[src/include/gpo_override_cfg.svh]
/*
  Addresses, field positions, codes and reset values for the output pin
  override block.
  Assumes a 32-bit AXI4-Lite bus with 16-bit byte addresses, one word per register.
*/
`ifndef GPO_OVERRIDE_CFG_SVH
`define GPO_OVERRIDE_CFG_SVH

// ----------------------------------------------------------------------------
// Register indices; the byte address is four times the index
// ----------------------------------------------------------------------------
`define PIN_OVERRIDE_ENABLE_IDX 14'h0724
`define POS_PIN_STATUS_POINTER_IDX 14'h0725
`define POS_PIN_OVERRIDE_MODE_IDX 14'h0727

// ----------------------------------------------------------------------------
// Reset values and writable bit masks
// ----------------------------------------------------------------------------
`define PIN_OVERRIDE_ENABLE_RST 8'h00
`define POS_PIN_STATUS_POINTER_RST 16'h0000
`define POS_PIN_OVERRIDE_MODE_RST 8'h01
`define PIN_OVERRIDE_ENABLE_MASK 8'h03
`define POS_PIN_STATUS_POINTER_MASK 16'h7f7f
`define POS_PIN_OVERRIDE_MODE_MASK 8'h07

// ----------------------------------------------------------------------------
// Field positions
// ----------------------------------------------------------------------------
`define ENABLE_POS_BIT 0
`define ENABLE_NEG_BIT 1
`define POINTER_BIT_HI 14
`define POINTER_BIT_LO 12
`define POINTER_PAGE_HI 11
`define POINTER_PAGE_LO 8
`define POINTER_OFFSET_HI 6
`define POINTER_OFFSET_LO 0
`define MODE_HI 2
`define MODE_LO 0

// ----------------------------------------------------------------------------
// Mode codes and bus answers
// ----------------------------------------------------------------------------
`define MODE_OUTPUT 3'h1
`define MODE_STATUS 3'h3
`define RESP_OKAY 2'h0
`define RESP_SLVERR 2'h2

`endif

[src/include/gpo_override_pkg.sv]
/*
  Types shared by the output pin override block.
  Assumes the constants of gpo_override_cfg.svh are used alongside.
*/
package gpo_override_pkg;

  typedef logic [2:0] mode_type;
  typedef logic [15:0] pointer_type;
  typedef logic [10:0] map_addr_type;

endpackage

[src/rtl/output_pin_gpo_override.sv]
/*
  Output pin override for one clock output pair, with its AXI4-Lite registers.
  Assumes the negative-pin mode and pointer, the output value bits and the
  divided clocks come from neighbouring logic, and that the host register map
  returns the addressed byte combinationally.
*/
// Function
// - The positive pin follows the divided clock while enable bit 0 is clear, else its override mode.
// - The negative pin follows the divided clock while enable bit 1 is clear, else its override mode.
// - Pointer bits 14 to 12 pick the bit inside the selected host map byte.
// - Pointer bits 11 to 8 pick the host map page holding the mirrored bit.
// - Pointer bits 6 to 0 pick the byte offset in the page, and bits 15 and 7 are reserved.
// - Mode 001 drives the pin with the software output value bit, other codes than 001 and 011 are reserved.
// - Mode 011 continuously copies the selected host map bit onto the pin.
`include "gpo_override_cfg.svh"
`timescale 1ns/100ps
`default_nettype none

module output_pin_gpo_override
(
  input wire logic aclk,
  input wire logic aresetn,
  input wire logic [15:0] s_axi_awaddr,
  input wire logic s_axi_awvalid,
  output logic s_axi_awready,
  input wire logic [31:0] s_axi_wdata,
  input wire logic [3:0] s_axi_wstrb,
  input wire logic s_axi_wvalid,
  output logic s_axi_wready,
  output logic [1:0] s_axi_bresp,
  output logic s_axi_bvalid,
  input wire logic s_axi_bready,
  input wire logic [15:0] s_axi_araddr,
  input wire logic s_axi_arvalid,
  output logic s_axi_arready,
  output logic [31:0] s_axi_rdata,
  output logic [1:0] s_axi_rresp,
  output logic s_axi_rvalid,
  input wire logic s_axi_rready,
  input wire logic div_clk_pos,
  input wire logic div_clk_neg,
  input wire logic general_purpose_pin_value_pos,
  input wire logic general_purpose_pin_value_neg,
  input wire logic [2:0] neg_pin_override_mode,
  input wire logic [15:0] neg_pin_status_pointer,
  output logic [10:0] map_addr_pos,
  output logic [10:0] map_addr_neg,
  input wire logic [7:0] map_byte_pos,
  input wire logic [7:0] map_byte_neg,
  output logic pin_pos,
  output logic pin_neg
);

  // --------------------------------------------------------------------------
  // Bus slave state
  // --------------------------------------------------------------------------
  logic aw_have_q;
  logic aw_have_d;
  logic [13:0] aw_idx_q;
  logic [13:0] aw_idx_d;
  logic w_have_q;
  logic w_have_d;
  logic [31:0] w_data_q;
  logic [31:0] w_data_d;
  logic [3:0] w_strb_q;
  logic [3:0] w_strb_d;
  logic awready_q;
  logic awready_d;
  logic wready_q;
  logic wready_d;
  logic bvalid_q;
  logic bvalid_d;
  logic [1:0] bresp_q;
  logic [1:0] bresp_d;
  logic arready_q;
  logic arready_d;
  logic rvalid_q;
  logic rvalid_d;
  logic [31:0] rdata_q;
  logic [31:0] rdata_d;
  logic [1:0] rresp_q;
  logic [1:0] rresp_d;
  logic do_write;

  // --------------------------------------------------------------------------
  // Configuration registers
  // --------------------------------------------------------------------------
  logic [7:0] enable_q;
  logic [7:0] enable_d;
  gpo_override_pkg::pointer_type pointer_q;
  gpo_override_pkg::pointer_type pointer_d;
  logic [7:0] mode_q;
  logic [7:0] mode_d;

  always_comb
  begin
    aw_have_d = aw_have_q;
    aw_idx_d = aw_idx_q;
    w_have_d = w_have_q;
    w_data_d = w_data_q;
    w_strb_d = w_strb_q;
    bvalid_d = bvalid_q;
    bresp_d = bresp_q;
    rvalid_d = rvalid_q;
    rdata_d = rdata_q;
    rresp_d = rresp_q;
    enable_d = enable_q;
    pointer_d = pointer_q;
    mode_d = mode_q;
    do_write = aw_have_q && w_have_q && !bvalid_q;
    if (s_axi_awvalid && awready_q)
    begin
      aw_have_d = 1'b1;
      aw_idx_d = s_axi_awaddr[15:2];
    end
    if (s_axi_wvalid && wready_q)
    begin
      w_have_d = 1'b1;
      w_data_d = s_axi_wdata;
      w_strb_d = s_axi_wstrb;
    end
    if (bvalid_q && s_axi_bready)
    begin
      bvalid_d = 1'b0;
    end
    if (do_write)
    begin
      aw_have_d = 1'b0;
      w_have_d = 1'b0;
      bvalid_d = 1'b1;
      bresp_d = `RESP_OKAY;
      unique case (aw_idx_q)
        `PIN_OVERRIDE_ENABLE_IDX:
        begin
          if (w_strb_q[0])
          begin
            enable_d = w_data_q[7:0] & `PIN_OVERRIDE_ENABLE_MASK;
          end
        end
        `POS_PIN_STATUS_POINTER_IDX:
        begin
          if (w_strb_q[0])
          begin
            pointer_d[7:0] = w_data_q[7:0] & 8'h7f;
          end
          if (w_strb_q[1])
          begin
            pointer_d[15:8] = w_data_q[15:8] & 8'h7f;
          end
        end
        `POS_PIN_OVERRIDE_MODE_IDX:
        begin
          if (w_strb_q[0])
          begin
            mode_d = w_data_q[7:0] & `POS_PIN_OVERRIDE_MODE_MASK;
          end
        end
        default:
        begin
          bresp_d = `RESP_SLVERR;
        end
      endcase
    end
    awready_d = !aw_have_d;
    wready_d = !w_have_d;
    if (rvalid_q && s_axi_rready)
    begin
      rvalid_d = 1'b0;
    end
    if (s_axi_arvalid && arready_q)
    begin
      rvalid_d = 1'b1;
      rresp_d = `RESP_OKAY;
      unique case (s_axi_araddr[15:2])
        `PIN_OVERRIDE_ENABLE_IDX:
        begin
          rdata_d = {24'h000000, enable_q & `PIN_OVERRIDE_ENABLE_MASK};
        end
        `POS_PIN_STATUS_POINTER_IDX:
        begin
          rdata_d = {16'h0000, pointer_q & `POS_PIN_STATUS_POINTER_MASK};
        end
        `POS_PIN_OVERRIDE_MODE_IDX:
        begin
          rdata_d = {24'h000000, mode_q & `POS_PIN_OVERRIDE_MODE_MASK};
        end
        default:
        begin
          rdata_d = 32'h00000000;
          rresp_d = `RESP_SLVERR;
        end
      endcase
    end
    // One read at a time keeps the answer path to a single register.
    arready_d = !rvalid_d;
  end

  always_ff @(posedge aclk)
  begin
    if (!aresetn)
    begin
      aw_have_q <= 1'b0;
      aw_idx_q <= 14'h0000;
      w_have_q <= 1'b0;
      w_data_q <= 32'h00000000;
      w_strb_q <= 4'h0;
      awready_q <= 1'b0;
      wready_q <= 1'b0;
      bvalid_q <= 1'b0;
      bresp_q <= 2'h0;
      arready_q <= 1'b0;
      rvalid_q <= 1'b0;
      rdata_q <= 32'h00000000;
      rresp_q <= 2'h0;
      enable_q <= `PIN_OVERRIDE_ENABLE_RST;
      pointer_q <= `POS_PIN_STATUS_POINTER_RST;
      mode_q <= `POS_PIN_OVERRIDE_MODE_RST;
    end
    else
    begin
      aw_have_q <= aw_have_d;
      aw_idx_q <= aw_idx_d;
      w_have_q <= w_have_d;
      w_data_q <= w_data_d;
      w_strb_q <= w_strb_d;
      awready_q <= awready_d;
      wready_q <= wready_d;
      bvalid_q <= bvalid_d;
      bresp_q <= bresp_d;
      arready_q <= arready_d;
      rvalid_q <= rvalid_d;
      rdata_q <= rdata_d;
      rresp_q <= rresp_d;
      enable_q <= enable_d;
      pointer_q <= pointer_d;
      mode_q <= mode_d;
    end
  end

  assign s_axi_awready = awready_q;
  assign s_axi_wready = wready_q;
  assign s_axi_bvalid = bvalid_q;
  assign s_axi_bresp = bresp_q;
  assign s_axi_arready = arready_q;
  assign s_axi_rvalid = rvalid_q;
  assign s_axi_rdata = rdata_q;
  assign s_axi_rresp = rresp_q;

  // --------------------------------------------------------------------------
  // Pin drivers, index 0 is the positive pin and index 1 the negative pin
  // --------------------------------------------------------------------------
  logic [1:0] pin_en;
  logic [1:0] div_clk;
  logic [1:0] gpo_value;
  gpo_override_pkg::mode_type pin_mode [2];
  gpo_override_pkg::pointer_type pin_pointer [2];
  logic [7:0] map_byte [2];
  gpo_override_pkg::map_addr_type map_addr_q [2];
  gpo_override_pkg::map_addr_type map_addr_d [2];
  logic [1:0] pin_q;
  logic [1:0] pin_d;

  assign pin_en = enable_q[1:0];
  assign div_clk = {div_clk_neg, div_clk_pos};
  assign gpo_value = {general_purpose_pin_value_neg, general_purpose_pin_value_pos};
  assign pin_mode[0] = mode_q[`MODE_HI:`MODE_LO];
  assign pin_mode[1] = neg_pin_override_mode;
  assign pin_pointer[0] = pointer_q;
  assign pin_pointer[1] = neg_pin_status_pointer;
  assign map_byte[0] = map_byte_pos;
  assign map_byte[1] = map_byte_neg;

  for (genvar i = 0; i < 2; i++)
  begin : g_pin
    always_comb
    begin
      map_addr_d[i][10:7] = pin_pointer[i][`POINTER_PAGE_HI:`POINTER_PAGE_LO];
      map_addr_d[i][6:0] = pin_pointer[i][`POINTER_OFFSET_HI:`POINTER_OFFSET_LO];
      if (!pin_en[i])
      begin
        pin_d[i] = div_clk[i];
      end
      else if (pin_mode[i] == `MODE_OUTPUT)
      begin
        pin_d[i] = gpo_value[i];
      end
      else if (pin_mode[i] == `MODE_STATUS)
      begin
        pin_d[i] = map_byte[i][pin_pointer[i][`POINTER_BIT_HI:`POINTER_BIT_LO]];
      end
      // Reserved codes park the pin low rather than leave it undefined.
      else
      begin
        pin_d[i] = 1'b0;
      end
    end

    always_ff @(posedge aclk)
    begin
      if (!aresetn)
      begin
        map_addr_q[i] <= 11'h000;
        pin_q[i] <= 1'b0;
      end
      else
      begin
        map_addr_q[i] <= map_addr_d[i];
        pin_q[i] <= pin_d[i];
      end
    end
  end

  // The registered pin adds one cycle to the divided clock; it is the price of a flop-driven output.
  assign map_addr_pos = map_addr_q[0];
  assign map_addr_neg = map_addr_q[1];
  assign pin_pos = pin_q[0];
  assign pin_neg = pin_q[1];

endmodule // output_pin_gpo_override

`default_nettype wire

[config.mk]
export PLATFORM = sky130hd
export DESIGN_NAME = output_pin_gpo_override
export DESIGN_NICKNAME = d
export VERILOG_FILES = /design/src/include/gpo_override_pkg.sv /design/src/rtl/output_pin_gpo_override.sv
export VERILOG_INCLUDE_DIRS = /design/src /design/src/include
export SDC_FILE = /design/constraint.sdc
export NUM_CORES = 1
export LEC_CHECK = 0
export BUFFER_PORTS_ARGS = -buffer_cell sky130_fd_sc_hd__buf_2
export CAP_MARGIN = 20
export CORE_MARGIN = 1.5
export CORE_UTILIZATION = 35
export DETAILED_ROUTE_END_ITERATION = 8
export SYNTH_ARGS = -nofsm -noshare
export SYNTH_HDL_FRONTEND = slang
export SYNTH_SLANG_ARGS = --single-unit
[constraint.sdc]
create_clock -name aclk -period 2.3 [get_ports aclk]
set_clock_uncertainty 0.15 [all_clocks]
set_input_delay 0 -clock aclk [delete_from_list [all_inputs] [get_ports aclk]]
set_output_delay 0 -clock aclk [all_outputs]
set_load 0.05 [all_outputs]
## After elaboration in Yosys (flattened, before gate mapping)

Memory sizes are Yosys's and may differ from the RTL's.
Cells that the tools add are included.
W data, S select, Z words.

| storage, ports and cells | value |
|---|---|
| flip-flop bits (word level) | 95 |
| latch bits | 0 |
| memory bits (writable) | 22 |
| ROM bits | 0 |
| bits of input ports | 114 |
| output and inout port bits | 65 |
| word-level logic and storage cells | 77 |
| memories | 1 |

Memory list:

| memory | depth | width | rd ports | clocked after memory_dff | write ports | line | text |
|---|---|---|---|---|---|---|---|
| map_addr_q | 2 | 11 | 2 | 0 | 2 | output_pin_gpo_override.sv:258 | `gpo_override_pkg::map_addr_type map_addr_q [2];` |

| cells by class | value |
|---|---|
| $add $sub $neg | 0 |
| multipliers | 0 |
| divide/modulo/power cells | 0 |
| order comparisons | 2 |
| eq/ne operators | 10 |
| shifts and indexed selects | 0 |
| muxes and demuxes | 25 |
| bitwise logic cells | 2 |
| reductions and logical operators | 18 |

Operators with widths:

| kind | number |
|---|---|
| $eq A14 B11 Y1 const B | 6 |
| $pmux W15 S3 | 1 |
| $mux W11 | 2 |
| $mux W1 | 18 |
| $reduce_and A3 Y1 | 4 |
| $lt A3 B4 Y1 const B | 2 |
| $logic_and A1 B1 Y1 | 7 |
| $bmux W1 S3 | 2 |
| $eq A3 B1 Y1 const B | 2 |
| $eq A3 B2 Y1 const B | 2 |
| $reduce_or A3 Y1 | 2 |
| $logic_not A1 Y1 | 4 |
| $mux W2 | 2 |
| $or A1 B1 Y1 | 2 |
| $reduce_bool A2 Y1 | 1 |

## Depth between registers and ports, before layout

Gate-level depths: netlist (run 1).

| depth | value |
|---|---|
| depth in word-level cells | 5 |
| depth in mapped cells | 6 |
| mapped depth without buffers | 4 |

## Worst setup path before layout (run 1)

OpenSTA, ideal clock, no wires.

| timing path | value |
|---|---|
| path type | register -> register |
| from | register bvalid_q, in the netlist s_axi_bvalid |
| to | register pointer_q[1] |
| setup time | 72 ps |
| data arrival time | 1578 ps |
| data required time | 2078 ps |
| path slack | 500 ps |
| stages on the path, launching flop included | 6 |
| path through | dfxtp_1 > and4b_1 > clkbuf_2 > nand4_2 > nor3b_4 > mux2i_1 |

| between the ends | value |
|---|---|
| cells in the longest elaborated chain, start to end | 3 |

RTL lines:

| element | line | text |
|---|---|---|
| start, declared | output_pin_gpo_override.sv:71 | `logic bvalid_q;` |
| start signal, assigned | output_pin_gpo_override.sv:228 | `bvalid_q <= bvalid_d;` |
| $logic_not A1 Y1 | output_pin_gpo_override.sv:110 | `do_write = aw_have_q && w_have_q && !bvalid_q;` |
| $logic_and A1 B1 Y1 | output_pin_gpo_override.sv:110 |  |
| $reduce_and A3 Y1 (no line) | - |  |
| end signal, assigned | output_pin_gpo_override.sv:216 | `` pointer_q <= `POS_PIN_STATUS_POINTER_RST; `` |
| end signal, assigned | output_pin_gpo_override.sv:235 | `pointer_q <= pointer_d;` |
| end, declared | output_pin_gpo_override.sv:90 | `gpo_override_pkg::pointer_type pointer_q;` |

Every way passes these cells.
A chain may end at the register's enable or synchronous reset.

## Worst setup path after layout (run 1)

| timing path | value |
|---|---|
| from | register pointer_q[12] |
| to | register pin_q[0], in the netlist pin_pos |

| between the ends | value |
|---|---|
| cells in the longest elaborated chain, start to end | 5 |

RTL lines:

| element | line | text |
|---|---|---|
| $bmux W1 S3 | output_pin_gpo_override.sv:289 | `` pin_d[i] = map_byte[i][pin_pointer[i][`POINTER_BIT_HI:`POINTER_BIT_LO]]; `` |
| $mux W1 | output_pin_gpo_override.sv:289 |  |
| $mux W1 | output_pin_gpo_override.sv:287 | `` else if (pin_mode[i] == `MODE_STATUS) `` |
| $mux W1 | output_pin_gpo_override.sv:283 | `` else if (pin_mode[i] == `MODE_OUTPUT) `` |
| $mux W1 | output_pin_gpo_override.sv:279 | `if (!pin_en[i])` |
| end signal, assigned by index | output_pin_gpo_override.sv:308 | `pin_q[i] <= pin_d[i];` |
| end, declared | output_pin_gpo_override.sv:260 | `logic [1:0] pin_q;` |

Every way passes these cells. The select of a mux whose other input is x is not followed.

==> run metrics, run 1 <==
RePlAce Congestion 0.7281; Skew-Pair Late Insertion Delay 0.36 ns; ANT nets after route 0; setup TNS 0 ns; Seq/Total Area, Yosys 51.27%; Max-slew headroom 62.94%; Synth Warn # 0; Rows 37; DP Wirelength 6521 um; grt ovf 0; CTS tree done; Sink Count 96; WS Path Type reg2reg; global-route wire length before repair 15030 um; IO Count 179; Net count, final 706; largest net degree at the start of global routing 53; share of cells above drive strength 1 28.19%; sw frac 28.13%; Final Non-Filler Cells 732; endpoints failing hold 0; status complete, no violations; DRC 0; worst path arrival time 2.27 ns; worst-margin pin slew 0.5546 ns; Max-cap violations 0; area delta synth->final 36.68%; Required @ worst endpoint 2.40 ns; Fillers 1015; max frequency 462.1 MHz; drt first-iter violations 110; LEAKAGE 2.254 nW; EDFF count, synth 0; routed via count 3391; initial antenna violation count 0; Startpoint Class register; syn_area_per_cell 8.989 um^2; final setup fails 0; Overall Global Routing Usage 16.72%; Distinct cells, synth 42; Hold Path Class in2reg; DR WL/cell 12.56 um; Cells after DPL 665; die area 0.01134 mm^2; sw power 0.0008922 W; chip height 106.5 um; post-CTS setup buffer count 0; Post-synth top flop dfxtp_1; most frequent cells in the layout buf_2, dfxtp_1, nand2_1; cts bufs inserted 9; crit path capture type register; Synth Cell Area 0.003749 mm^2; period utilization 94.09%; # diodes 0; Worst VDD drop 0.2474 mV; FFs w/ async S/R, synth 0%; CP Cell Sequence mux4_2 > mux2i_1 > a31oi_1 > dlygate4sd3_1; sequential share of power 54.8%; Port-buffer cells 132; Root Driver clkbuf_8; vias in the first global route 3319; first drt pass iteration count 5; family with the most delay on the worst path multiplexers; Yosys reg bits 96; Reg clk slew, reported paths 0.09 ns; Starting Density 36.15%; slowest stage delay, CP 0.55 ns; Die Span X 106.5 um; Core ar. 0.01037 mm^2; Post-Synthesis Cells 417; WL final 9191 um; Period minus WS final 2.164 ns; crit-path max FO 4; Pint 0.002280 W; critical path's slowest cell dlygate4sd3_1; Pins Over Slew Limit 0; clk buf depth 2; CP Buf/Inv Count 1; Via density 4.633; pwr dens 619.1 mW/mm^2; RSZ-0062 raised after global routing no; Comb pwr share 14.4%; H-tree levels 3; most common cell after layout, fill and taps aside buf_2; Clock power frac 30.8%
-- cell type report --
| type | count | area, um^2 | share of cell area [%] |
|---|---|---|---|
| Clock buffer | 9 | 123.9 | 2.418 |
| Timing Repair Buffer | 188 | 1211 | 23.64 |
| Sequential cell | 96 | 1922 | 37.51 |
| Tap cell | 136 | 170.2 | 3.321 |
| Inverter | 11 | 41.29 | 0.8059 |
| Multi-Input combinational cell | 286 | 1609 | 31.40 |
| Clock inverter | 6 | 46.29 | 0.9035 |
-- flip-flops by register name (all words and copies together) (netlist names), 2 cells and up --
signal,flops
s_axi_rdata,14
pointer_q,14
enable_q,2
w_data_q,14
mode_q,3
map_addr_q,22
w_strb_q,2
aw_idx_q,14
-- worst min-delay path, stage by stage --
cell	delay, ns
buf_2	0.08
nor4b_2	0.04
nand3_1	0.14
o31ai_1	0.09
and2_1	0.14
-- cells in the mapped netlist (4+ instances only) --
master	count	area, um^2
dfxtp_1	96	1922
nand2_1	84	315.3
a21oi_1	41	205.2
nor2_1	25	93.84
buf_4	20	150.1
o21ai_0	20	100.1
and2_1	19	118.9
clkbuf_1	19	71.32
a22oi_1	12	90.09
inv_1	10	37.54
nand4_1	9	56.30
mux2i_1	7	70.07
nand3_1	7	35.03
and4b_1	4	40.04
mux4_2	4	90.09
nand2b_1	4	25.02
-- final timing paths --
path	startpoint	end	slack [ns]	cells after the start
worst max-delay path	pointer_q[12]	pin_pos	0.14	4
worst min-delay path	s_axi_araddr[6]	s_axi_rdata[1]	0.03	5
worst max register to register	pointer_q[12]	pin_pos	0.14	4
worst min register to register	pointer_q[1]	map_addr_q[0][1]	0.30	2
-- per-stage QoR --
step                      hold WS (ns)  area (um^2)  setup WS (ns)  utilization (%)  total power [W]
after floorplan               -0.05162         3820         0.5003                -         0.002065
after global placement         0.04831         4433         0.5227            42.75         0.002159
after detailed placement       0.05939         4433         0.4850            42.75         0.002167
after CTS                      0.01453         5124        0.09554            49.41         0.003205
after global routing           0.04927         5124        0.01781            49.41         0.003319
final                          0.03097         5124         0.1359            49.41         0.003172
-- metal layers --
metal / global-route usage, % / share of wire, % / routed length, um
met5: 0 / 0 / 0
met4: 7.429 / 2.0 / 183
met3: 3.372 / 5.9 / 539
met2: 29.22 / 47 / 4328
met1: 19.75 / 45 / 4139
-- cell families (layout without fill, tap and decap cells) --
logic type,after synthesis,after routing,share of synthesized area [%]
multiplexers,12,12,4.573
buffers and inverters,54,214,7.710
AND/OR/NAND/NOR,171,171,23.80
AO/OA/AOI/OAI,83,83,12.55
flip-flops,96,96,51.27
other,1,20,0.1000
-- timing repair --
action,CTS,global route
hold buffers,52,0
resized for setup,0,0
endpoints found under the hold margin,50,0
-- power by group through the flow --
stage | Combinational [W] | Clock (W) | Sequential (W)
6_report | 0.000455 | 0.000978 | 0.00174
5_1_grt | 0.000494 | 0.00108 | 0.00175
4_1_cts | 0.000457 | 0.00101 | 0.00174
3_5_place_dp | 0.000389 | 0 | 0.00178
3_3_place_gp | 0.000384 | 0 | 0.00178
2_1_floorplan | 0.000224 | 0 | 0.00184
Power figures use the tool's default switching activity.
==> run 2: changes to the inputs <==
==> constraint.sdc (replaced) <==
create_clock -name aclk -period 2.3 [get_ports aclk]
set_clock_uncertainty 0.15 [all_clocks]
set_input_delay 0.115 -clock aclk [delete_from_list [all_inputs] [get_ports aclk]]
set_output_delay 0.115 -clock aclk [all_outputs]
set_load 0.05 [all_outputs]
==> run 2 against run 1 <==
Compared with the run above: cell area down 0.54%; power grew 2.2%; critical path depth unchanged; global-route usage down 0.23 points; register-to-register slack better by 0.33 ns; sequential cell count unchanged; hold slack better by 0.0071 ns; maximum frequency increased by 18%; clock power increased by 7%; combinational power fell by 0.9%; die area stayed put; critical path type unchanged; critical endpoint is now pointer_q[1]; largest cell class unchanged; highest routed layer unchanged.
==> run metrics, run 2 (synthesis gave the netlist of run 1 again) <==
crit-path max FO 8 (+4); cts hold-fix bufs 47 (-9.6%); chip height 106.5 um (unchanged); Period minus WS final 1.837 ns (-0.3275 ns); max frequency 544.5 MHz (+18%); WL final 9223 um (+0.35%); family with the most delay on the worst path simple AND/OR/NAND/NOR gates; CP Cell Sequence and4b_1 > nand4_2 > nor3b_4 > mux2i_1; initial antenna violation count 0 (unchanged); slowest stage delay, CP 0.48 ns (-0.07 ns); vias in the first global route 3313 (-0.18%); Skew-Pair Late Insertion Delay 0.36 ns (about the same); IO Count 179 (unchanged); final setup fails 0 (unchanged); Port-buffer cells 132 (unchanged); cts bufs inserted 9 (unchanged); grt ovf 0 (unchanged); Die Span X 106.5 um (unchanged); Post-Place Setup Slack 0.4884 ns (+0.003377 ns); die area 0.01134 mm^2 (unchanged); Rows 37 (unchanged); Hold Path Class in2reg; ANT nets after route 0 (unchanged); worst hold slack 0.03808 ns (+0.007107 ns); area delta synth->final 35.95%; max reg flops 22 (unchanged); Max-slew headroom 61.48% (-1.5 points); endpoints failing hold 0 (unchanged); CTS tree done; DR WL/cell 12.67 um (+0.90%); Cells after DPL 665 (unchanged); critical path's slowest cell and4b_1; WS Path Type reg2reg; share of cells above drive strength 1 28.55% (+0.36 points); worst path arrival time 1.97 ns (-0.30 ns); DP Wirelength 6482 um (-0.61%); Max-cap violations 0 (unchanged); most frequent cells in the layout buf_2, dfxtp_1, nand2_1; RePlAce Congestion 0.7403 (+1.7%); Core ar. 0.01037 mm^2 (unchanged); Reg with most FFs map_addr_q; FF-to-FF setup slack 0.46 ns (+0.33 ns); Startpoint Class register; pwr dens 636.3 mW/mm^2 (+2.8%); global-route wire length before repair 14890 um (-0.92%); status complete, no violations; routed via count 3414 (+0.68%); largest net degree at the start of global routing 53 (unchanged); period utilization 79.85% (-14 points); final setup margin 0.4633 ns (+0.3275 ns); Worst VDD drop 0.3923 mV (+59%); Final Non-Filler Cells 728 (-0.55%); # diodes 0 (unchanged); Starting Density 36.15% (unchanged); drt first-iter violations 86 (-22%); Sink Count 96 (unchanged); Net count, final 701 (-0.71%); first drt pass iteration count 4 (-1); clk buf depth 2 (unchanged); post-cts resize count 0 (unchanged); post-CTS setup buffer count 0 (unchanged); Required @ worst endpoint 2.44 ns (+0.04 ns); CP Buf/Inv Count 0 (-1); setup TNS 0 ns (unchanged); Overall Global Routing Usage 16.49% (-0.23 points); RSZ-0062 raised after global routing no; LEAKAGE 2.243 nW (-0.50%); most common cell after layout, fill and taps aside buf_2; H-tree levels 3 (unchanged); Reg clk slew, reported paths 0.09 ns (about the same); crit path capture type register; Pins Over Slew Limit 0 (unchanged); Root Driver clkbuf_8; Via density 4.690 (+1.2%); Fillers 1040 (+2.5%); worst-margin pin slew 0.5765 ns (+0.02190 ns); DRC 0 (unchanged)
run 2: cell types whose count changed in the layout (fill, tap and decap cells not counted), sizes merged:
cell | previous run | this run
dlygate4sd3 | 52 | 47
inv | 11 | 10
clkbuf | 9 | 11
run 2: layout make-up:
type	count	area (um^2)	share of cell area (%)
sequential	96	1922	37.71
multi-input combinational	286	1609	31.57
timing repair buffer	183	1161	22.78
tap	136	170.2	3.339
clock buffer	11	151.4	2.971
clock inverter	5	41.29	0.8102
inverter	11	41.29	0.8102
run 2: through the flow:
| stage | utilization, % | total power [W] | instance area (um^2) |
|---|---|---|---|
| 2_1_floorplan | - | 0.002065 | 3820 |
| 3_3_place_gp | 42.75 | 0.002159 | 4433 |
| 3_5_place_dp | 42.75 | 0.002167 | 4433 |
| 4_1_cts | 49.14 | 0.003270 | 5096 |
| 5_1_grt | 49.14 | 0.003386 | 5096 |
| 6_report | 49.14 | 0.003242 | 5096 |
run 2: worst reg2reg max path: stages, from the launching register on:
cell     delay, ns
dfxtp_1       0.34
and4b_1       0.48
nand4_2       0.19
nor3b_4       0.39
mux2i_1       0.22
run 2: path summary, 6_finish.rpt:
| kind | start | endpoint | cells after the start |
|---|---|---|---|
| setup / recovery | s_axi_bvalid | pointer_q[1] | 4 |
| hold / removal | s_axi_araddr[2] | s_axi_rdata[2] | 4 |
| setup reg to reg | s_axi_bvalid | pointer_q[1] | 4 |
| hold reg to reg | pointer_q[1] | map_addr_q[0][1] | 2 |
run 2: power breakdown:
group / internal [W] / switching (W) / total [W]
Sequential: 0.00171 / 0.0000288 / 0.00174
Clock: 0.000458 / 0.000595 / 0.00105
Combinational: 0.000173 / 0.000277 / 0.000451
Total: 0.00234 / 0.000902 / 0.00324
run 2: routing by layer:
layer	vias to the layer above	track usage (%)	share of wire, %
met5	-	0	0
li1	1723	-	-
met3	10	3.556	6.0
met4	0	5.619	0.99
met2	104	29.72	49
met1	1577	19.26	44
